==> src/rtl/fdcw_regs.vh <==
// Register offsets, field positions and reset values of the cyclic message handler.
// Assumes an APB slave with 32-bit data; each register is one aligned word.
`ifndef FDCW_REGS_VH
`define FDCW_REGS_VH

// Message shape
`define FDCW_MSG_WORDS 16
`define FDCW_WORD_W 16
`define FDCW_PARAM_WORDS 4
`define FDCW_PD_FIRST 4

// Register byte offsets
`define FDCW_OFF_CFG 12'h000
`define FDCW_OFF_STAT 12'h004
`define FDCW_OFF_NODE 12'h008
`define FDCW_OFF_STATE 12'h00c
`define FDCW_OFF_PWCNT 12'h010
`define FDCW_OFF_RX_BASE 12'h040
`define FDCW_OFF_TX_BASE 12'h080

// Configuration register fields
`define FDCW_CFG_SRC_BIT 0
`define FDCW_CFG_RST 32'h0000_0000
`define FDCW_NODE_RST 7'h02

// Control word fields
`define FDCW_CW_CMD_LSB 0
`define FDCW_CW_CMD_MSB 7
`define FDCW_CW_WREN_BIT 8
`define FDCW_CW_MSET_LSB 9
`define FDCW_CW_MSET_MSB 10
`define FDCW_CW_TORQ_BIT 11
`define FDCW_CW_ECLR_BIT 12
`define FDCW_CW_PREMAG_BIT 13
`define FDCW_CW_DCBRK_BIT 14
`define FDCW_CW_HBEAT_BIT 15

// Command codes
`define FDCW_CMD_FWD 8'h01
`define FDCW_CMD_REV 8'h02
`define FDCW_CMD_JOGF 8'h03
`define FDCW_CMD_JOGR 8'h04
`define FDCW_CMD_DECEL 8'h05
`define FDCW_CMD_COAST 8'h06
`define FDCW_CMD_FRST 8'h07
`define FDCW_CMD_JOGSTOP 8'h08

// Run states
`define FDCW_RUN_STOP 3'h0
`define FDCW_RUN_FWD 3'h1
`define FDCW_RUN_REV 3'h2
`define FDCW_RUN_JOGF 3'h3
`define FDCW_RUN_JOGR 3'h4
`define FDCW_RUN_DECEL 3'h5

// State word fields
`define FDCW_SW_RUN_LSB 0
`define FDCW_SW_RUN_MSB 2
`define FDCW_SW_SRC_BIT 8
`define FDCW_SW_MSET_LSB 9
`define FDCW_SW_MSET_MSB 10
`define FDCW_SW_TORQ_BIT 11
`define FDCW_SW_PREMAG_BIT 12
`define FDCW_SW_DCBRK_BIT 13
`define FDCW_SW_HBEAT_BIT 14
`define FDCW_SW_WPERM_BIT 15

`endif

==> src/rtl/fdcw_cmd_decode.v <==
// Control word decoder: run state machine and single-bit function enables.
// Assumes cw_valid is a one-cycle pulse carrying an accepted control word.
`timescale 1ns/100ps
`include "fdcw_regs.vh"

module fdcw_cmd_decode (
    input wire pclk,
    input wire presetn,
    input wire cw_valid,
    input wire [15:0] control_word,
    output reg [2:0] run_state_reg,
    output reg fault_reset_reg,
    output reg param_write_permit_reg,
    output reg [1:0] motor_set_reg,
    output reg torque_mode_reg,
    output reg energy_clear_reg,
    output reg pre_magnetize_reg,
    output reg dc_injection_brake_reg,
    output reg heartbeat_en_reg
);
    wire [7:0] cmd = control_word[`FDCW_CW_CMD_MSB:`FDCW_CW_CMD_LSB];
    reg [2:0] run_state_next;

    // Next run state from the command code
    always @* begin
        run_state_next = run_state_reg;
        case (cmd)
            `FDCW_CMD_FWD: run_state_next = `FDCW_RUN_FWD;
            `FDCW_CMD_REV: run_state_next = `FDCW_RUN_REV;
            `FDCW_CMD_JOGF: run_state_next = `FDCW_RUN_JOGF;
            `FDCW_CMD_JOGR: run_state_next = `FDCW_RUN_JOGR;
            `FDCW_CMD_DECEL: run_state_next = `FDCW_RUN_DECEL;
            `FDCW_CMD_COAST: run_state_next = `FDCW_RUN_STOP;
            `FDCW_CMD_FRST: run_state_next = run_state_reg;
            `FDCW_CMD_JOGSTOP: begin
                // Jog stop only ends a jog; a normal run keeps going
                if (run_state_reg == `FDCW_RUN_JOGF || run_state_reg == `FDCW_RUN_JOGR) begin
                    run_state_next = `FDCW_RUN_STOP;
                end
            end
            default: run_state_next = run_state_reg;
        endcase
    end

    // Latch the decoded fields on each accepted control word
    always @(posedge pclk or negedge presetn) begin
        if (!presetn) begin
            run_state_reg <= `FDCW_RUN_STOP;
            fault_reset_reg <= 1'b0;
            param_write_permit_reg <= 1'b0;
            motor_set_reg <= 2'h0;
            torque_mode_reg <= 1'b0;
            energy_clear_reg <= 1'b0;
            pre_magnetize_reg <= 1'b0;
            dc_injection_brake_reg <= 1'b0;
            heartbeat_en_reg <= 1'b0;
        end else begin
            fault_reset_reg <= 1'b0;
            if (cw_valid) begin
                run_state_reg <= run_state_next;
                fault_reset_reg <= (cmd == `FDCW_CMD_FRST);
                param_write_permit_reg <= control_word[`FDCW_CW_WREN_BIT];
                motor_set_reg <= control_word[`FDCW_CW_MSET_MSB:`FDCW_CW_MSET_LSB];
                torque_mode_reg <= control_word[`FDCW_CW_TORQ_BIT];
                energy_clear_reg <= control_word[`FDCW_CW_ECLR_BIT];
                pre_magnetize_reg <= control_word[`FDCW_CW_PREMAG_BIT];
                dc_injection_brake_reg <= control_word[`FDCW_CW_DCBRK_BIT];
                heartbeat_en_reg <= control_word[`FDCW_CW_HBEAT_BIT];
            end
        end
    end
endmodule

==> src/rtl/fdcw_msg_handler.v <==
// Cyclic message handler: takes a 16-word message stream, splits the parameter
// and process-data areas, decodes the control word and returns the reply stream.
// Assumes words arrive synchronous to pclk, framed by a start-of-message strobe;
// the physical layer and frame check sit outside.
`timescale 1ns/100ps
`include "fdcw_regs.vh"

module fdcw_msg_handler #(
    parameter MSG_WORDS = `FDCW_MSG_WORDS
) (
    // Clock and reset
    input wire pclk,
    input wire presetn,
    // APB slave
    input wire [11:0] paddr,
    input wire psel,
    input wire penable,
    input wire pwrite,
    input wire [31:0] pwdata,
    output reg [31:0] prdata,
    output wire pready,
    output wire pslverr,
    // Message stream from the link layer
    input wire rx_sof,
    input wire rx_valid,
    input wire [6:0] rx_addr,
    input wire [15:0] rx_word,
    // Reply stream back to the link layer
    output reg tx_valid,
    output reg [15:0] tx_word,
    output reg tx_last,
    output reg msg_done,
    // Parameter area handed to the drive
    output reg param_wr_strobe,
    output reg [15:0] parameter_id_word,
    output reg [15:0] array_index_word,
    output reg [15:0] parameter_value_one,
    output reg [15:0] parameter_value_two,
    // Decoded control word
    output wire [2:0] run_state,
    output wire fault_reset,
    output wire [1:0] motor_set,
    output wire torque_mode,
    output wire energy_clear,
    output wire pre_magnetize,
    output wire dc_injection_brake,
    output wire heartbeat_en,
    // Frequency given value
    output reg [15:0] freq_set_centihz
);
    // Register indexes into the word arrays
    function [3:0] word_idx;
        input [11:0] a;
        begin
            word_idx = a[5:2];
        end
    endfunction

    // Word windows sit on 64-byte boundaries; the upper address bits pick the window
    function in_window;
        input [11:0] a;
        input [11:0] base;
        begin
            in_window = (a[11:6] == base[11:6]);
        end
    endfunction

    // Received words are staged and committed whole; reply words 5 to 15 come from software
    reg [31:0] cfg_reg;
    reg [6:0] node_reg;
    reg [15:0] pwcnt_reg;
    reg [15:0] rx_mem [0:15];
    reg [15:0] tx_mem [0:15];
    reg [15:0] stage_mem [0:15];
    reg [3:0] rx_cnt_reg;
    reg rx_act_reg;
    reg [3:0] tx_cnt_reg;
    reg tx_act_reg;
    reg cw_valid_reg;
    reg [15:0] cw_reg;
    reg [15:0] state_word;
    wire param_write_permit;
    reg [15:0] tx_word_next;
    integer i;
    integer j;

    // Bus qualifiers and link address match
    wire apb_wr = psel & penable & pwrite;
    wire apb_rd_setup = psel & ~penable & ~pwrite;
    wire src_bus = cfg_reg[`FDCW_CFG_SRC_BIT];
    wire addr_hit = rx_addr == node_reg;

    // Zero-wait APB slave; unmapped reads return zero
    assign pready = 1'b1;
    assign pslverr = 1'b0;

    // Configuration and actual-value registers written by software
    // Writes land only in the access phase, the one edge with psel, penable and pwrite high
    always @(posedge pclk or negedge presetn) begin
        if (!presetn) begin
            cfg_reg <= `FDCW_CFG_RST;
            node_reg <= `FDCW_NODE_RST;
            for (i = 0; i < 16; i = i + 1) begin
                tx_mem[i] <= 16'h0000;
            end
        end else if (apb_wr) begin
            if (paddr == `FDCW_OFF_CFG) begin
                cfg_reg <= {31'h0, pwdata[0]};
            end
            if (paddr == `FDCW_OFF_NODE) begin
                node_reg <= pwdata[6:0];
            end
            if (in_window(paddr, `FDCW_OFF_TX_BASE)) begin
                tx_mem[word_idx(paddr)] <= pwdata[15:0];
            end
        end
    end

    // Read data registered in the setup phase so it is stable in access
    // Costs the setup cycle, but keeps the wide read mux off the access-phase path
    always @(posedge pclk or negedge presetn) begin
        if (!presetn) begin
            prdata <= 32'h0000_0000;
        end else if (apb_rd_setup) begin
            if (paddr == `FDCW_OFF_CFG) begin
                prdata <= cfg_reg;
            end else if (paddr == `FDCW_OFF_STAT) begin
                prdata <= {21'h0, rx_act_reg, tx_act_reg, param_write_permit, motor_set,
                           torque_mode, heartbeat_en, pre_magnetize, run_state};
            end else if (paddr == `FDCW_OFF_NODE) begin
                prdata <= {25'h0, node_reg};
            end else if (paddr == `FDCW_OFF_STATE) begin
                prdata <= {16'h0, state_word};
            end else if (paddr == `FDCW_OFF_PWCNT) begin
                prdata <= {16'h0, pwcnt_reg};
            end else if (in_window(paddr, `FDCW_OFF_RX_BASE)) begin
                prdata <= {16'h0, rx_mem[word_idx(paddr)]};
            end else if (in_window(paddr, `FDCW_OFF_TX_BASE)) begin
                prdata <= {16'h0, tx_mem[word_idx(paddr)]};
            end else begin
                prdata <= 32'h0000_0000;
            end
        end
    end

    // Receive: count sixteen words of a message addressed to this node
    // A new start strobe always restarts the count, so a cut frame is simply dropped
    // Messages for other stations leave the staged words untouched
    always @(posedge pclk or negedge presetn) begin
        if (!presetn) begin
            rx_cnt_reg <= 4'h0;
            rx_act_reg <= 1'b0;
            msg_done <= 1'b0;
            for (j = 0; j < 16; j = j + 1) begin
                stage_mem[j] <= 16'h0000;
                rx_mem[j] <= 16'h0000;
            end
        end else begin
            msg_done <= 1'b0;
            if (rx_sof) begin
                rx_act_reg <= addr_hit;
                rx_cnt_reg <= 4'h0;
            end else if (rx_act_reg && rx_valid) begin
                stage_mem[rx_cnt_reg] <= rx_word;
                rx_cnt_reg <= rx_cnt_reg + 4'h1;
                if (rx_cnt_reg == MSG_WORDS - 1) begin
                    rx_act_reg <= 1'b0;
                    msg_done <= 1'b1;
                    // Whole message committed at once so a short frame never half-applies
                    for (j = 0; j < 15; j = j + 1) begin
                        rx_mem[j] <= stage_mem[j];
                    end
                    rx_mem[15] <= rx_word;
                end
            end
        end
    end

    // Process data first: control word goes to the decoder before parameters
    // Given values obey the source bit too, so a local command source is never overridden
    always @(posedge pclk or negedge presetn) begin
        if (!presetn) begin
            cw_valid_reg <= 1'b0;
            cw_reg <= 16'h0000;
            freq_set_centihz <= 16'h0000;
        end else begin
            cw_valid_reg <= 1'b0;
            if (msg_done && src_bus) begin
                cw_valid_reg <= 1'b1;
                cw_reg <= rx_mem[`FDCW_PD_FIRST];
                freq_set_centihz <= rx_mem[`FDCW_PD_FIRST + 1];
            end
        end
    end

    // Parameter area handled a cycle after the control word it depends on
    // Write permit comes from the same message, never from an older control word
    always @(posedge pclk or negedge presetn) begin
        if (!presetn) begin
            param_wr_strobe <= 1'b0;
            parameter_id_word <= 16'h0000;
            array_index_word <= 16'h0000;
            parameter_value_one <= 16'h0000;
            parameter_value_two <= 16'h0000;
            pwcnt_reg <= 16'h0000;
        end else begin
            param_wr_strobe <= 1'b0;
            if (cw_valid_reg && cw_reg[`FDCW_CW_WREN_BIT]) begin
                param_wr_strobe <= 1'b1;
                parameter_id_word <= rx_mem[0];
                array_index_word <= rx_mem[1];
                parameter_value_one <= rx_mem[2];
                parameter_value_two <= rx_mem[3];
                pwcnt_reg <= pwcnt_reg + 16'h1;
            end
        end
    end

    fdcw_cmd_decode u_dec (
        .pclk(pclk),
        .presetn(presetn),
        .cw_valid(cw_valid_reg),
        .control_word(cw_reg),
        .run_state_reg(run_state),
        .fault_reset_reg(fault_reset),
        .param_write_permit_reg(param_write_permit),
        .motor_set_reg(motor_set),
        .torque_mode_reg(torque_mode),
        .energy_clear_reg(energy_clear),
        .pre_magnetize_reg(pre_magnetize),
        .dc_injection_brake_reg(dc_injection_brake),
        .heartbeat_en_reg(heartbeat_en)
    );

    // State word reflects the condition that the control word produced
    // Energy clear has no state word bit; it only reaches the drive pin
    always @* begin
        state_word = 16'h0000;
        state_word[`FDCW_SW_RUN_MSB:`FDCW_SW_RUN_LSB] = run_state;
        state_word[`FDCW_SW_SRC_BIT] = src_bus;
        state_word[`FDCW_SW_MSET_MSB:`FDCW_SW_MSET_LSB] = motor_set;
        state_word[`FDCW_SW_TORQ_BIT] = torque_mode;
        state_word[`FDCW_SW_PREMAG_BIT] = pre_magnetize;
        state_word[`FDCW_SW_DCBRK_BIT] = dc_injection_brake;
        state_word[`FDCW_SW_HBEAT_BIT] = heartbeat_en;
        state_word[`FDCW_SW_WPERM_BIT] = param_write_permit;
    end

    // Reply word source: echoed parameter area, state word or actual values
    always @* begin
        if (tx_cnt_reg == `FDCW_PD_FIRST) begin
            tx_word_next = state_word;
        end else if (tx_cnt_reg < `FDCW_PARAM_WORDS) begin
            tx_word_next = rx_mem[tx_cnt_reg];
        end else begin
            tx_word_next = tx_mem[tx_cnt_reg];
        end
    end

    // Reply: sixteen words after each accepted message, current values always
    // Reply starts only after a whole message, so its echo never mixes two messages
    always @(posedge pclk or negedge presetn) begin
        if (!presetn) begin
            tx_act_reg <= 1'b0;
            tx_cnt_reg <= 4'h0;
            tx_valid <= 1'b0;
            tx_word <= 16'h0000;
            tx_last <= 1'b0;
        end else begin
            tx_valid <= 1'b0;
            tx_last <= 1'b0;
            if (msg_done) begin
                tx_act_reg <= 1'b1;
                tx_cnt_reg <= 4'h0;
            end else if (tx_act_reg) begin
                tx_valid <= 1'b1;
                tx_word <= tx_word_next;
                tx_cnt_reg <= tx_cnt_reg + 4'h1;
                if (tx_cnt_reg == MSG_WORDS - 1) begin
                    tx_act_reg <= 1'b0;
                    tx_last <= 1'b1;
                end
            end
        end
    end
endmodule

==> config.mk <==
export PLATFORM = sky130hd
export DESIGN_NAME = fdcw_msg_handler
export DESIGN_NICKNAME = d
export VERILOG_FILES = /design/src/rtl/fdcw_cmd_decode.v /design/src/rtl/fdcw_msg_handler.v
export VERILOG_INCLUDE_DIRS = /design/src /design/src/rtl
export SDC_FILE = /design/constraint.sdc
export NUM_CORES = 1
export LEC_CHECK = 0
export BUFFER_PORTS_ARGS = -buffer_cell sky130_fd_sc_hd__buf_2
export CAP_MARGIN = 15
export CORE_MARGIN = 3
export CORE_UTILIZATION = 35
export CTS_BUF_LIST = sky130_fd_sc_hd__clkbuf_8
export DETAILED_ROUTE_END_ITERATION = 6
export SLEW_MARGIN = 20
export SYNTH_ARGS = -nofsm -noshare
export SYNTH_HDL_FRONTEND = slang
export SYNTH_SLANG_ARGS = --single-unit
==> constraint.sdc <==
create_clock -name pclk -period 3.69 [get_ports pclk]
set_clock_uncertainty 0.2 [all_clocks]
set_input_delay 0.1845 -clock pclk [delete_from_list [all_inputs] [get_ports pclk]]
set_output_delay 0.1845 -clock pclk [all_outputs]
set_load 0.02 [all_outputs]
# After elaboration in Yosys (flattened, before gate mapping)
# Index checks and enable logic that the tools add are counted.
dict set report totals {
  reg_bits 963
  output_inout_bits 145
  wordCells 187
}
dict set report classes {
  add_sub_neg 3
  order_cmp 6
  eq_ne 21
  mux 50
  bitwise_logic 11
  reduce_logical 19
}
# cell count
set ops {}
lappend ops {{256-bit bitwise mux} 2}
lappend ops {{16-bit 2-to-1 mux} 19}
lappend ops {{16-bit binary-select mux with 4-bit select} 4}
lappend ops {{16-bit demux with 4-bit select} 2}
lappend ops {{8-bit by 3-bit == test with 1-bit output (second input constant)} 4}
lappend ops {{12-bit by 4-bit == test with 1-bit output (second input constant)} 2}
lappend ops {{3-bit case mux with 7 select lines} 1}
lappend ops {{1-bit 2-to-1 mux} 17}
lappend ops {{16-bit by 1-bit adder with 16-bit output (second input constant)} 1}
lappend ops {{8-bit by 2-bit == test with 1-bit output (second input constant)} 2}
lappend ops {{4-bit 2-to-1 mux} 4}
lappend ops {{5-bit greater-or-equal comparator (second input constant)} 3}
lappend ops {{4-bit inverter with 5-bit output} 3}
lappend ops {{12-bit by 3-bit == test with 1-bit output (second input constant)} 1}
lappend ops {{12-bit by 5-bit == test with 1-bit output (second input constant)} 1}
lappend ops {{12-bit zero test} 1}
lappend ops {{2-bit AND reduction} 6}
lappend ops {{5-bit by 1-bit less-than comparator with 1-bit output (second input constant)} 2}
lappend ops {{4-bit by 1-bit adder with 4-bit output (second input constant)} 2}
lappend ops {{4-bit == test (second input constant)} 2}
lappend ops {{8-bit by 1-bit == test with 1-bit output (second input constant)} 1}
lappend ops {{8-bit by 4-bit == test with 1-bit output (second input constant)} 1}
lappend ops {{7-bit == test} 1}
lappend ops {{7-bit nonzero test} 1}
lappend ops {{other kinds (14)} 27}

# Depth between registers and ports, before layout
# Gate-level depths: netlist of run 1.
dict set report logic_depth {
  ltp_word 11
  ltp_mapped 11
  ltp_nobuf 7
}

# By module
# From an unflattened synthesis of run 1, not the netlist that was laid out.
dict set report unflattened {
  hier_cells 2867
  hier_area_um2 41818.9
}
# module n_inst cells_per_inst area_per_inst_um2 seq_area_each_um2
set by_module_without_submodules {}
lappend by_module_without_submodules {fdcw_msg_handler 1 2822 41247.1 22998.3}
lappend by_module_without_submodules {fdcw_cmd_decode 1 45 571.8 300.3}

# Worst setup path before layout of run 1
# OpenSTA, ideal clock, no wires.
dict set report synth_path {
  path_kind {flip-flop to flip-flop}
  start {reg tx_cnt_reg[1]}
  end {reg tx_word[10]}
  t_arrival_ps 2431
  required_ps 3358
  slack_ps 927
  path_stages_with_launch 10
  synth_period_minus_slack_ps 2763
  path_cell_list {dfrtp_1 buf_2 buf_1 clkbuf_1 inv_1 ha_1 or2_2 mux4_2 o21ai_0 o21ai_1}
}
dict set report synth_via {
  elab_chain_cells 6
}
# item line
set synth_rtl {}
lappend synth_rtl {{from (decl)} fdcw_msg_handler.v:77} ;# reg [3:0] tx_cnt_reg;
lappend synth_rtl {{from (signal assigned)} fdcw_msg_handler.v:278} ;# tx_cnt_reg <= tx_cnt_reg + 4'h1;
lappend synth_rtl {{4-bit inverter with 5-bit output (not written as such)} {fdcw_msg_handler.v:254, fdcw_msg_handler.v:256}}
lappend synth_rtl {{16-bit binary-select mux with 4-bit select (on tied branches)} {fdcw_msg_handler.v:256, fdcw_msg_handler.v:254}}
lappend synth_rtl {{16-bit 2-to-1 mux (on tied branches) (2 in a row)} {fdcw_msg_handler.v:256, fdcw_msg_handler.v:254}}
lappend synth_rtl {{16-bit 2-to-1 mux} fdcw_msg_handler.v:253} ;# end else if (tx_cnt_reg < `FDCW_PARAM_WORDS) begin
lappend synth_rtl {{16-bit 2-to-1 mux (*)} fdcw_msg_handler.v:251} ;# if (tx_cnt_reg == `FDCW_PD_FIRST) begin
lappend synth_rtl {{to (signal assigned)} fdcw_msg_handler.v:277} ;# tx_word <= tx_word_next;
lappend synth_rtl {{to (decl)} fdcw_msg_handler.v:30} ;# output reg [15:0] tx_word,
# Every way passes the cells marked *; elsewhere a longest branch is shown, timed or not. The select of a mux whose other input is x is not followed.
# A chain may end at the register's enable or synchronous reset.

# Worst setup path after layout of run 1
dict set report layout_path {
  start {in paddr[9]}
  end {reg tx_mem[185] (netlist name)}
}
dict set report layout_via {
  elab_chain_cells 2
}
# item line
set layout_rtl {}
lappend layout_rtl {{from (decl)} fdcw_msg_handler.v:15} ;# input wire [11:0] paddr,
lappend layout_rtl {{6-bit by 2-bit == test with 1-bit output} fdcw_msg_handler.v:64} ;# in_window = (a[11:6] == base[11:6]);
lappend layout_rtl {{2-bit AND reduction (no source line)} n/a}
lappend layout_rtl {{to (signal, indexed assignment)} fdcw_msg_handler.v:114} ;# tx_mem[word_idx(paddr)] <= pwdata[15:0];
lappend layout_rtl {{to (decl)} fdcw_msg_handler.v:73} ;# reg [15:0] tx_mem [0:15];
# No other way between the ends.

==> flow_results.org, run 1 <==
** GRT
- The number of global-route vias before repair was 27100.
- Entering global routing, the biggest net connects 99 pins.
- The number of antenna violations at the first check in global routing is 9.
- Summed over all layers, the global routing overflow is 0.
- Total GRT Usage :: 20.0%
- First-pass GRT wire length :: 186000 µm

** Setup path
- The cell that appears most often on the critical path is sky130_fd_sc_hd__dlygate4sd3_1.
- Cell-by-cell trace of the critical path :: dlygate4sd3_1 > buf_2 > nor4_2 > dlygate4sd3_1 > and2_1 > nand4_4 > dlygate4sd3_1 > nor2_2 > nand2_2 > mux2_1
- Largest delay share family, worst path :: buffers and inverters
- The critical path contains buffers and inverters numbering 4 combined.
- Required time at the worst-slack endpoint :: 4.21 ns
- Nature of the critical path startpoint :: input pin
- The worst register-to-register path has a setup slack of 0.23 ns.
- The worst register-to-register path begins at rx_mem[178].
- Cell with the largest stage delay on the worst path :: sky130_fd_sc_hd__dlygate4sd3_1
- The largest single stage delay on the critical path is 0.74 ns.
- The critical path is of the input pin to flip-flop type.
- Maximum fanout along the worst path :: 16
- CP endpoint kind :: flip-flop
- In this run the critical register-to-register path is captured at prdata[2].
- Number of cells on the worst reg-to-reg path :: 8
- At the worst endpoint, the arrival time is 4.26 ns.

** Yosys
- Post-synth cell types :: 69
- Ys async rst share :: 100%
- Yosys Warn Count :: 0
- Most frequent cell after synthesis :: sky130_fd_sc_hd__dfrtp_1
- The share of the Yosys chip area taken by registers is 55.6%.
- After synthesis the netlist holds a flip-flop and latch count of 931.
- Area fraction of the dominant cell type after synthesis :: 55.5%
- A synthesized cell averages 14.6 µm².
- Area of the mapped netlist :: 0.0419 mm²
- Synth cell count leaders :: sky130_fd_sc_hd__dfrtp_1 (930), sky130_fd_sc_hd__mux2_2 (663), sky130_fd_sc_hd__nand2_1 (263)
- Flip-flop cell with the highest count after synthesis :: sky130_fd_sc_hd__dfrtp_1
- Count of flip-flops with a built-in enable after synthesis :: 0
- Of all cell types, the one taking the most synthesized area is sky130_fd_sc_hd__dfrtp_1.
- Synthesis produced a netlist whose cell count is 2878.
- Largest cells by area after synthesis :: sky130_fd_sc_hd__dfrtp_1 (56%), sky130_fd_sc_hd__mux2_2 (18%), sky130_fd_sc_hd__mux4_2 (10%), sky130_fd_sc_hd__mux2_1 (4.4%), sky130_fd_sc_hd__nand2_1 (2.4%)

** Cells and area
- Excluding fillers, the count of instances in the completed layout stands at 4915.
- Net count of the finished layout :: 3272
- Top flop regs :: rx_mem: 256 flops, tx_mem: 256 flops, stage_mem: 240 flops
- Fin util :: 41.3%
- Filler cell count in the final layout :: 11000
- Relative to the synthesized area, the layout overhead comes to 16.7%.
- Final std cell area, no fill :: 0.0489 mm²
- Register cell area after layout :: 0.0233 mm²
- Share of layout cells above drive strength 1 :: 43.2%
- Multi-input combinational cell area :: 0.0176 mm²

** Hold path
- Hold worst-path end :: prdata[0]
- In this run the worst hold path is classified as input pin to flip-flop.
- The worst hold path was traced through 5 stages.
- In this run the most critical hold path is launched from paddr[2].

** Clock network
- Total number of clock tree sinks :: 931
- TritonCTS buffer count :: 155
- Clock Tree Root :: sky130_fd_sc_hd__clkbuf_8
- Number of buffers between clock root and the deepest sink :: 3
- Clock slew at reported path FFs :: 0.06 ns
- Htree depth :: 4
- The number of setup buffers added after CTS is 0.
- CTS tree :: done
- Clock latency on the worst-skew pair :: 0.86 ns

** Power
- Total power density per cell area :: 415 mW/mm²
- The analysis attributes to cell leakage a power of 0.0241 µW.
- Worst supply voltage drop on vdd :: 0.325 mV
- The design draws 20300 µW.

** Routing
- In the routed layout, each cell is associated on average with a via count of 5.32.
- After detailed routing, the number of remaining DRC violations is 0.
- The count of nets left with antenna violations once routing finished came out at 0.
- Routed wirelength normalized by instance count :: 25.0 µm
- The first TritonRoute pass finished after 5 iterations.
- The routed layout has 26200 vias.
- DR iter-0 viols :: 2136
- Routed WL :: 123000 µm

** Job
- Number of max-cap violations :: 0

** Die
- For this design the top-level I/O count stands at 219.
- Die footprint :: 0.124 mm²
- Std cell rows :: 126
- The die is 352 µm tall.
- Initial core utilization :: 35.4%
- Die X-Extent :: 352 µm
- The floorplan step defined a core boundary enclosing 0.118 mm².

** Status
- The run finished, with violations left.
- Failing checks :: setup timing

** STA
- Headroom to the max-slew limit :: 36.7%
- The routed design could run at a clock period as short as 3.74 ns.
- Setup repair after global routing could not meet its margin everywhere.
- The max-slew violation total from the final report was 0.
- Slew at the pin with the worst max-slew slack :: 0.949 ns
- Final-report hold violation count :: 0
- Setup violations remaining at the end of the flow were counted as 25.
- Setup slack on the critical path of the routed design comes to -0.0548 ns.
- Post-route fraction of the period consumed by the critical path :: 101%
- For this run, the top clock speed supported by timing is 267 MHz.

** Placement
- The congestion estimate from routability-driven global placement came to 0.897.
- The wire-length estimate of the detail-placed layout is 82700 µm.
- Cell count after placement :: 4569
- Before CTS, the worst setup slack after placement is 0.697 ns.
- Number of I/O port buffers :: 184
- Area of placed instances :: 0.0450 mm²
-- logic make-up after synthesis --
logic type / share of synthesized area (%)
flops: 55.6
fa+ha+maj: 0.209
other cells: 0.0179
mux: 33.4
simple gates: 4.75
compound gates: 2.80
xor+xnor: 0.585
buf+inv: 2.65
-- power breakdown --
group | leakage [µW] | internal [µW] | total [µW] | switching, µW
clock | 0.00180 | 4840 | 9200 | 4350
sequential | 0.0130 | 10200 | 10300 | 23.0
combinational | 0.00931 | 243 | 827 | 584
total | 0.0241 | 15300 | 20300 | 4960
-- layout make-up --
cell class / count / area share (%)
antenna: 9 / 0.0461
clock inverter: 79 / 0.993
tap: 1600 / 4.09
inverter: 17 / 0.131
multi-input combinational: 1727 / 36.0
timing repair buffer: 359 / 5.61
clock buffer: 193 / 5.43
sequential: 931 / 47.7
-- placed cells by master, fill, tap and decap left out, types with 8 or more instances in the layout --
| master | n |
|---|---|
| sky130_fd_sc_hd__a211oi_1 | 8 |
| sky130_fd_sc_hd__nor2_1 | 39 |
| sky130_fd_sc_hd__mux4_2 | 194 |
| sky130_fd_sc_hd__nor2_2 | 15 |
| sky130_fd_sc_hd__inv_1 | 65 |
| sky130_fd_sc_hd__nor2b_1 | 10 |
| sky130_fd_sc_hd__buf_4 | 87 |
| sky130_fd_sc_hd__xnor2_1 | 25 |
| sky130_fd_sc_hd__mux2i_1 | 33 |
| sky130_fd_sc_hd__nand4_1 | 9 |
| sky130_fd_sc_hd__a31oi_1 | 11 |
| sky130_fd_sc_hd__clkinv_2 | 13 |
| sky130_fd_sc_hd__nor3_1 | 15 |
| sky130_fd_sc_hd__o21ai_0 | 29 |
| sky130_fd_sc_hd__a21oi_1 | 23 |
| sky130_fd_sc_hd__and3_1 | 8 |
| sky130_fd_sc_hd__conb_1 | 18 |
| sky130_fd_sc_hd__a22oi_1 | 20 |
| sky130_fd_sc_hd__dfrtp_1 | 928 |
| sky130_fd_sc_hd__nand3_1 | 28 |
| sky130_fd_sc_hd__o21ai_1 | 31 |
| sky130_fd_sc_hd__nand2_2 | 11 |
| sky130_fd_sc_hd__o22ai_1 | 25 |
| sky130_fd_sc_hd__buf_12 | 24 |
| sky130_fd_sc_hd__nand2_1 | 260 |
| sky130_fd_sc_hd__dlygate4sd3_1 | 63 |
| sky130_fd_sc_hd__buf_2 | 180 |
| sky130_fd_sc_hd__mux2_2 | 663 |
| sky130_fd_sc_hd__diode_2 | 9 |
| sky130_fd_sc_hd__mux2_1 | 162 |
| sky130_fd_sc_hd__clkbuf_8 | 193 |
-- timing repair --
action | in CTS | in global routing
setup endpoints to repair | 0 | 29
endpoints found under the hold margin | 1448 | 0
gates resized for setup | 0 | 2
hold buffers | 65 | 0
-- tightest hold or removal path, delay by kind of cell --
| kind | cells | cell delay [ns] |
|---|---|---|
| buf+inv | 2 | 0.50 |
| compound gates | 3 | 0.36 |
-- through the flow --
step	hold WS (ns)	setup TNS (ns)
global placement	0.0484	0
floorplan	-0.311	0
CTS	0.0166	0
finish	0.0851	-0.822
global route	0.0954	-1.51
detailed placement	0.0530	0
-- metal layers --
metal  track usage [%]  vias up  wire (µm)
li1                  -    11200          -
met1              27.8    14000      54400
met2              31.2      833      57100
met3              4.68      173       8480
met4              5.43        6       2980
met5                 0        -         38
-- worst max path at each step --
| stage | start | end | slack, ns | cells past startpoint |
|---|---|---|---|---|
| 2_1_floorplan | tx_cnt_reg[1] | tx_word[10] | 0.93 | 9 |
| 3_3_place_gp | paddr[4] | tx_mem[185] | 0.70 | 5 |
| 3_5_place_dp | paddr[4] | tx_mem[185] | 0.70 | 5 |
| 4_1_cts | paddr[9] | prdata[2] | 0.02 | 11 |
| 5_1_grt | paddr[9] | tx_mem[187] | -0.09 | 10 |
| 6_report | paddr[9] | tx_mem[185] | -0.05 | 10 |
Note: power is estimated with default switching activity, not from simulation.
==> inputs of run 2 (changes only) <==
--- a/config.mk
+++ b/config.mk
@@ -12,6 +12,7 @@
 export CORE_UTILIZATION = 35
 export CTS_BUF_LIST = sky130_fd_sc_hd__clkbuf_8
 export DETAILED_ROUTE_END_ITERATION = 6
+export SKIP_CTS_REPAIR_TIMING = 1
 export SLEW_MARGIN = 20
 export SYNTH_ARGS = -nofsm -noshare
 export SYNTH_HDL_FRONTEND = slang
==> run 2 against run 1 <==
Compared with the run above:
- the run ends with hold timing left
- die area stayed put
- sequential power hardly changed
- power hardly changed
- cell area hardly changed
- via count is 0.21% lower
==> flow_results.org, run 2 (same netlist as run 1, synthesis figures left out) <==
** Status
- Status: complete, but fails checks (unchanged).
- Failing checks: hold timing (was setup timing).

** Cells and area
- Multi-input combinational cell area :: 0.0176 mm² (about the same)
- Final std cell area, no fill :: 0.0489 mm² (about the same)
- The net total in the final layout was 3269 (was 3272).
- Most common cell after layout, fill and taps aside :: sky130_fd_sc_hd__dfrtp_1 (unchanged)
- Filler cell count in the final layout :: 11000 (about the same)
- The count of non-filler cells in the finished layout was 4913 (was 4915).
- The register area came to 0.0233 mm² (unchanged).
- Commonest cells after routing, fill and taps aside :: sky130_fd_sc_hd__dfrtp_1 (928), sky130_fd_sc_hd__mux2_2 (663), sky130_fd_sc_hd__nand2_1 (261) (was sky130_fd_sc_hd__dfrtp_1 (928), sky130_fd_sc_hd__mux2_2 (663), sky130_fd_sc_hd__nand2_1 (260))
- Top flop regs :: rx_mem: 256 flops, tx_mem: 256 flops, stage_mem: 240 flops (unchanged)
- The area growth from synthesis to layout was 16.6% (was 16.7%).
- Share of layout cells above drive strength 1 :: 43.2% (about the same)

** GRT
- First-pass GRT wire length :: 184000 µm (was 186000 µm)
- The number of global-route vias before repair came to 26700 (was 27100).
- Leftover overflow at the end of global routing :: 0 (unchanged)
- The global-route usage over all layers is 19.8% (was 20.0%).
- The number of antenna violations at the first check in global routing was 10 (was 9).
- Maximum number of pins on one net before global-route repair :: 99 (unchanged)

** Setup path
- The largest delay contributor family on the critical path is buffers and inverters (unchanged).
- Setup slack of the worst register-to-register path :: 0.82 ns (was 0.23 ns)
- The reg-to-reg startpoint is tx_cnt_reg[0] (was rx_mem[178]).
- The classification of the worst setup path was input pin to flip-flop (unchanged).
- Worst path max stage delay :: 0.66 ns (was 0.74 ns)
- The critical path endpoint was tx_mem[245] (was tx_mem[185]).
- The destination of the worst register-to-register timing path was tx_word[12] (was prdata[2]).
- Cell-by-cell trace of the critical path: dlygate4sd3_1 > buf_2 > nor4_2 > and2_1 > nand4_4 > dlygate4sd3_1 > nor2_2 > nand2_2 > mux2_1 > dlygate4sd3_1 (was dlygate4sd3_1 > buf_2 > nor4_2 > dlygate4sd3_1 > and2_1 > nand4_4 > dlygate4sd3_1 > nor2_2 > nand2_2 > mux2_1).
- The maximum fanout along the worst path came to 6 (was 16).
- Arrival time of data at the critical path endpoint :: 3.96 ns (was 4.26 ns)
- The number of stages on the worst setup path came to 10 (unchanged).
- The critical path required time came to 4.22 ns (was 4.21 ns).
- Top cell by count, worst path :: sky130_fd_sc_hd__dlygate4sd3_1 (unchanged)
- The kind of end point of the critical path is a flip-flop (unchanged).
- The sum of buffers and inverters on the critical path came to 4 (unchanged).
- Number of cells on the worst reg-to-reg path :: 5 (was 8)
- Nature of the critical path startpoint :: input pin (unchanged)
- The standard cell with the maximum stage delay on the critical path is sky130_fd_sc_hd__dlygate4sd3_1 (unchanged).
- CP startpoint :: paddr[10] (was paddr[9])

** Clock network
- Clock slew at reported path FFs :: 0.06 ns (about the same)
- The H-tree depth came to 4 (unchanged).
- The sink count of the clock tree came to 931 (unchanged).
- TritonCTS buffer count :: 155 (unchanged)
- Clock latency on the worst-skew pair :: 0.85 ns (was 0.86 ns)
- The maximum root-to-sink buffer count was 3 (unchanged).
- Clock Tree Root :: sky130_fd_sc_hd__clkbuf_8 (unchanged)
- CTS tree :: done (unchanged)

** Die
- Vertical die dimension :: 352 µm (unchanged)
- The floorplan core area came to 0.118 mm² (unchanged).
- Initial core utilization :: 35.4% (unchanged)
- Die footprint :: 0.124 mm² (unchanged)
- The number of placed I/O pins came to 219 (unchanged).
- The horizontal extent of the die was 352 µm (unchanged).
- The number of rows created at floorplan is 126 (unchanged).

** Power
- The overall power is 20300 µW (about the same).
- Worst supply voltage drop on vdd :: 0.323 mV (was 0.325 mV)
- The static leakage power was 0.0241 µW (about the same).
- Total power density per cell area :: 415 mW/mm² (about the same)

** STA
- The post-route minimum period came to 3.43 ns (was 3.74 ns).
- The count of final hold-check violations came to 1 (was 0).
- The slew at the pin with the worst max-slew slack is 0.973 ns (was 0.949 ns).
- Headroom to the max-slew limit :: 35.2% (was 36.7%)
- The final setup violation count was 0 (was 25).
- Max Slew Vio Count :: 0 (unchanged)
- The worst hold slack is -0.0361 ns (was 0.0851 ns).
- The fmax came to 291 MHz (was 267 MHz).
- Final setup slack of the worst path :: 0.257 ns (was -0.0548 ns)
- Post-route fraction of the period consumed by the critical path :: 93.0% (was 101%)
- Summed negative setup slack over all endpoints :: 0 ns (was -0.822 ns)
- Setup repair after global routing missed its margin: no (was yes).

** Job
- The number of max-cap violations came to 0 (unchanged).

** Routing
- Pre-antenna DRT Iters :: 6 (was 5)
- The total detailed-routing wirelength was 123000 µm (about the same).
- Vias per inst :: 5.31 (was 5.32)
- Number of remaining DRC errors :: 0 (unchanged)
- The total number of vias was 26100 (was 26200).
- The number of design-rule violations left by the first detailed-router iteration was 2295 (was 2136).
- Antenna-violating nets left :: 0 (unchanged)
- Routed wirelength normalized by instance count :: 25.1 µm (was 25.0 µm)

** Hold path
- Type of the worst min-delay path :: input pin to flip-flop (unchanged)
- Cell count of the worst hold path :: 5 (unchanged)

** Placement
- Cell count after placement :: 4569 (unchanged)
- Number of I/O port buffers :: 184 (unchanged)
- Final Wtd Congestion :: 0.897 (unchanged)
- Hpwl dp :: 82700 µm (unchanged)
- The cell area after placement was 0.0450 mm² (unchanged).
- The worst-case setup slack after placement is 0.697 ns (unchanged).
==> run 2: changes by cell type in the layout (fill, tap and decap cells not counted) <==
cell / before / now
sky130_fd_sc_hd__diode_2: 9 / 10
sky130_fd_sc_hd__dlygate4sd3_1: 63 / 61
sky130_fd_sc_hd__dlymetal6s4s_1: 1 / 0
sky130_fd_sc_hd__nand2_1: 260 / 261
sky130_fd_sc_hd__nand2_2: 11 / 10
==> run 2: worst min-delay path by stage <==
stage / slack (ns) / end / from
2_1_floorplan: -0.31 / array_index_word[0] / presetn
3_5_place_dp: 0.05 / tx_mem[196] / presetn
6_report: -0.04 / prdata[4] / paddr[2]
5_1_grt: 0.004 / prdata[4] / paddr[2]
3_3_place_gp: 0.05 / tx_mem[196] / presetn
4_1_cts: -0.91 / tx_mem[195] / presetn
==> run 2: where the power goes <==
part	leakage (µW)	internal (µW)	total [µW]	switching, µW
sequential	0.0130	10200	10300	23.0
clock	0.00180	4840	9200	4360
combinational	0.00930	241	825	584
==> run 2: worst reg2reg max path: stages (launching register included) <==
cell and delay, ns:
sky130_fd_sc_hd__dfrtp_4 0.66, sky130_fd_sc_hd__buf_4 0.38, sky130_fd_sc_hd__mux4_2 0.66, sky130_fd_sc_hd__mux4_2 0.49, sky130_fd_sc_hd__mux2i_1 0.25, sky130_fd_sc_hd__o21ai_1 0.09
==> run 2: area by class of cell <==
type | instances | area share, %
Timing Repair Buffer | 356 | 5.55
Tap cell | 1600 | 4.10
Clock buffer | 193 | 5.44
Inverter | 17 | 0.131
Sequential cell | 931 | 47.7
Antenna cell | 10 | 0.0512
Multi-Input combinational cell | 1727 | 36.0
Clock inverter | 79 | 0.994
==> run 2: per-layer routing <==
layer | GRT usage, % | up-vias | part of all wire (%)
li1 | - | 11200 | -
met2 | 30.9 | 869 | 46
met4 | 5.18 | 4 | 2.2
met5 | 0 | - | 0.017
met1 | 27.4 | 13900 | 44
met3 | 5.19 | 164 | 7.5
==> run 2: stage by stage <==
step | hold slack (ns) | util, %
2_1_floorplan | -0.311 | -
3_3_place_gp | 0.0484 | 38.0
3_5_place_dp | 0.0530 | 38.0
4_1_cts | -0.905 | 40.7
5_1_grt | 0.00450 | 41.3
6_report | -0.0361 | 41.3
==> inputs of run 3 (changes only) <==
--- a/config.mk
+++ b/config.mk
@@ -8,10 +8,14 @@
 export LEC_CHECK = 0
 export BUFFER_PORTS_ARGS = -buffer_cell sky130_fd_sc_hd__buf_2
 export CAP_MARGIN = 15
+export CELL_PAD_IN_SITES_DETAIL_PLACEMENT = 1
+export CELL_PAD_IN_SITES_GLOBAL_PLACEMENT = 1
+export CORE_ASPECT_RATIO = 0.7
 export CORE_MARGIN = 3
 export CORE_UTILIZATION = 35
 export CTS_BUF_LIST = sky130_fd_sc_hd__clkbuf_8
 export DETAILED_ROUTE_END_ITERATION = 6
+export PLACE_DENSITY_LB_ADDON = 0.1
 export SKIP_CTS_REPAIR_TIMING = 1
 export SLEW_MARGIN = 20
 export SYNTH_ARGS = -nofsm -noshare
==> constraint.sdc (replaced) <==
create_clock -name pclk -period 3.25 [get_ports pclk]
set_clock_uncertainty 0.2 [all_clocks]
set_input_delay 0.1625 -clock pclk [delete_from_list [all_inputs] [get_ports pclk]]
set_output_delay 0.1625 -clock pclk [all_outputs]
set_load 0.02 [all_outputs]
==> run 3 against run 2 <==
Compared with the run above:
- the run still ends with hold timing left
- sequential power rose by 14%
- via count rose by 1.9%
- combinational power rose by 17%
- first-iteration DRC count fell by 24%
- power rose by 14%
- sequential share of layout area fell by 0.17 points
- flip-flop and latch count did not move
- critical endpoint is now tx_mem[233]
- largest cell class unchanged
==> flow_results.org, run 3 (same netlist as run 1, synthesis figures left out) <==
** Status
- Status :: complete, but fails checks (unchanged)
- Failing checks :: hold timing (unchanged)

** Setup path
- Cell-by-cell trace of the critical path: dlygate4sd3_1 > buf_2 > nor4_2 > buf_4 > and2_1 > nand4_4 > dlygate4sd3_1 > nor2_2 > nand2_2 > buf_4 > mux2_1 (was dlygate4sd3_1 > buf_2 > nor4_2 > and2_1 > nand4_4 > dlygate4sd3_1 > nor2_2 > nand2_2 > mux2_1 > dlygate4sd3_1).
- Levels on crit path :: 11 (was 10)
- The worst reg-to-reg path cell count is 6 (was 5).
- The classification of the worst setup path is input pin to flip-flop (unchanged).
- CP endpoint kind :: flip-flop (unchanged)
- Worst path max stage delay :: 0.75 ns (was 0.66 ns)
- Reg2reg start :: tx_cnt_reg[0] (unchanged)
- Required time at the worst-slack endpoint :: 3.78 ns (was 4.22 ns)
- The register-to-register setup slack was 0.55 ns (was 0.82 ns).
- Nature of the critical path startpoint :: input pin (unchanged)
- Largest delay share family, worst path :: buffers and inverters (unchanged)
- Maximum fanout along the worst path :: 15 (was 6)
- The origin of the worst setup path was paddr[11] (was paddr[10]).
- The critical path endpoint is tx_mem[233] (was tx_mem[245]).
- Crit path buffers/inverters :: 5 (was 4)
- Terminus of the critical flop-to-flop path :: tx_word[1] (was tx_word[12])
- The data arrival time at the worst-slack endpoint was 3.65 ns (was 3.96 ns).
- Cell with the largest stage delay on the worst path :: sky130_fd_sc_hd__dlygate4sd3_1 (unchanged)

** Routing
- Routed WL :: 139000 µm (was 123000 µm)
- Antenna-violating nets left :: 0 (unchanged)
- Number of remaining DRC errors :: 0 (unchanged)
- Via count :: 26600 (was 26100)
- The length of the first detailed-routing pass in iterations is 5 (was 6).
- Routed wirelength normalized by instance count :: 28.5 µm (was 25.1 µm)
- The average vias per placed instance is 5.44 (was 5.31).
- The number of design-rule violations left by the first detailed-router iteration came to 1750 (was 2295).

** Clock network
- The cell chosen for the clock root is sky130_fd_sc_hd__clkbuf_8 (unchanged).
- CTS tree :: done (unchanged)
- The clock-pin slew of the registers on the worst-case setup and hold paths was 0.06 ns (about the same).
- The total CTS buffers came to 156 (was 155).
- Htree depth :: 4 (unchanged)
- Clock latency on the worst-skew pair :: 0.86 ns (was 0.85 ns)
- The sink count of the clock tree is 931 (unchanged).
- The maximum root-to-sink buffer count was 3 (unchanged).

** Cells and area
- The area growth from synthesis to layout was 17.0% (was 16.6%).
- The net total in the final layout came to 3298 (was 3269).
- Most common cell after layout, fill and taps aside :: sky130_fd_sc_hd__dfrtp_1 (unchanged)
- The ratio of cells with drive above 1 in the final layout came to 43.6% (was 43.2%).
- Top flop regs :: rx_mem: 256 flops, tx_mem: 256 flops, stage_mem: 240 flops (unchanged)
- Commonest cells after routing, fill and taps aside :: sky130_fd_sc_hd__dfrtp_1 (928), sky130_fd_sc_hd__mux2_2 (663), sky130_fd_sc_hd__nand2_1 (261) (unchanged)
- The number of fill cells was 11900 (was 11000).
- The end-of-flow core utilization is 41.6% (was 41.3%).

** Power
- Cell Int Power :: 17400 µW (was 15300 µW)
- P_leak :: 0.0242 µW (was 0.0241 µW)
- The share of total power in the clock network is 45.4% (was 45.3%).
- Switching share of total power :: 24.7% (was 24.5%)
- The total power divided by cell area is 471 mW/mm² (was 415 mW/mm²).
- The portion of total power attributed to combinational logic is 4.2% (was 4.1%).
- Sequential power share :: 50.4% (was 50.6%)
- Sw power :: 5710 µW (was 4960 µW)
- The maximum vdd drop came to 0.230 mV (was 0.323 mV).

** Die
- Die X-Extent :: 420 µm (was 352 µm)
- Std cell rows :: 105 (was 126)
- Vertical die dimension :: 295 µm (was 352 µm)
- The initial cell density of the core is 35.5% (was 35.4%).
- The area of the die was 0.124 mm² (about the same).
- Number of primary I/O pins :: 219 (unchanged)
- The floorplan core area came to 0.118 mm² (about the same).

** GRT
- The pin count of the biggest net entering global routing was 114 (was 99).
- Antenna violations before repair :: 14 (was 10)
- Via count of the first global-routing pass :: 28700 (was 26700)
- The total grt overflow is 0 (unchanged).
- The global-route usage over all layers was 22.7% (was 19.8%).
- The first-pass GRT wire length was 204000 µm (was 184000 µm).

** STA
- The worst path uses 96.1% of the clock period.
- The sum of negative setup slack was 0 ns (unchanged).
- Setup repair after global routing missed its margin: no (unchanged).
- Final-report hold violation count :: 1 (unchanged)
- The max-slew violation total from the final report was 0 (unchanged).
- Crit path time final :: 3.12 ns
- The worst-case headroom to the max-slew limit was 33.5% (was 35.2%).
- The slew at the pin with the worst max-slew slack is 0.998 ns (was 0.973 ns).
- Derived from the worst setup path, the maximum achievable clock frequency is 320 MHz.
- Worst hold slack :: -0.0853 ns (was -0.0361 ns)
- The final setup violation count is 0 (unchanged).

** Placement
- Hpwl dp :: 95800 µm (was 82700 µm)
- Number of I/O port buffers :: 184 (unchanged)
- The global placement routability congestion is 0.845 (was 0.897).

** Hold path
- The path class of the lowest-slack min-delay path was input pin to flip-flop (unchanged).

** Job
- Number of max-cap violations :: 0 (unchanged)
[run 3: worst min-delay path, stage by stage]
cell	delay (ns)
sky130_fd_sc_hd__buf_2	0.15
sky130_fd_sc_hd__nor4_1	0.08
sky130_fd_sc_hd__a32oi_1	0.16
sky130_fd_sc_hd__o32ai_1	0.10
sky130_fd_sc_hd__o31ai_1	0.20
sky130_fd_sc_hd__a21oi_1	0.06
[run 3: power groups by stage]
| stage | Sequential, µW | Clock, µW | Combinational (µW) |
|---|---|---|---|
| after floorplan | 11900 | 0 | 351 |
| after global placement | 11900 | 0 | 903 |
| after detailed placement | 11900 | 0 | 925 |
| after CTS | 11700 | 10900 | 926 |
| after global routing | 11600 | 11500 | 1060 |
| final | 11700 | 10500 | 962 |
[run 3: area by class of cell]
class	instances	area (µm²)	share of cell area [%]
antenna	4	10.0	0.0204
clock buffer	192	2640	5.39
clock inverter	85	454	0.926
inverter	17	63.8	0.130
multi-input combinational	1727	17600	35.9
sequential	931	23300	47.5
tap	1551	1940	3.96
timing repair buffer	384	3010	6.13
[run 3: routing by layer]
metal | track usage, % | wire length [µm] | vias to the layer above
li1 | - | - | 11200
met1 | 32.1 | 65100 | 14500
met2 | 34.5 | 62200 | 678
met3 | 4.64 | 7090 | 232
met4 | 8.64 | 4950 | 0
met5 | 0 | 0 | -
[run 3: through the flow]
| stage | total power, µW | setup slack (ns) | hold WS (ns) | cell area [µm²] | instances |
|---|---|---|---|---|---|
| 3_3_place_gp | 12800 | 0.323 | -0.0877 | 45300 | 4548 |
| 6_report | 23100 | 0.127 | -0.0853 | 49000 | 4891 |
| 5_1_grt | 24200 | 0.0687 | 0.00365 | 49000 | 4889 |
| 2_1_floorplan | 12200 | 0.487 | -0.333 | 42000 | 2894 |
| 3_5_place_dp | 12800 | 0.286 | -0.0842 | 45300 | 4548 |
| 4_1_cts | 23500 | 0.536 | -1.04 | 48400 | 4825 |
[run 3: worst min path at each step]
stage | startpoint | to | slack, ns | cells after the start
after floorplan | presetn | array_index_word[0] | -0.33 | 0
after global placement | presetn | freq_set_centihz[3] | -0.09 | 1
after detailed placement | presetn | freq_set_centihz[3] | -0.08 | 1
after CTS | presetn | rx_mem[3] | -1.04 | 1
after global routing | paddr[0] | prdata[0] | 0.004 | 6
final | paddr[0] | prdata[0] | -0.09 | 6
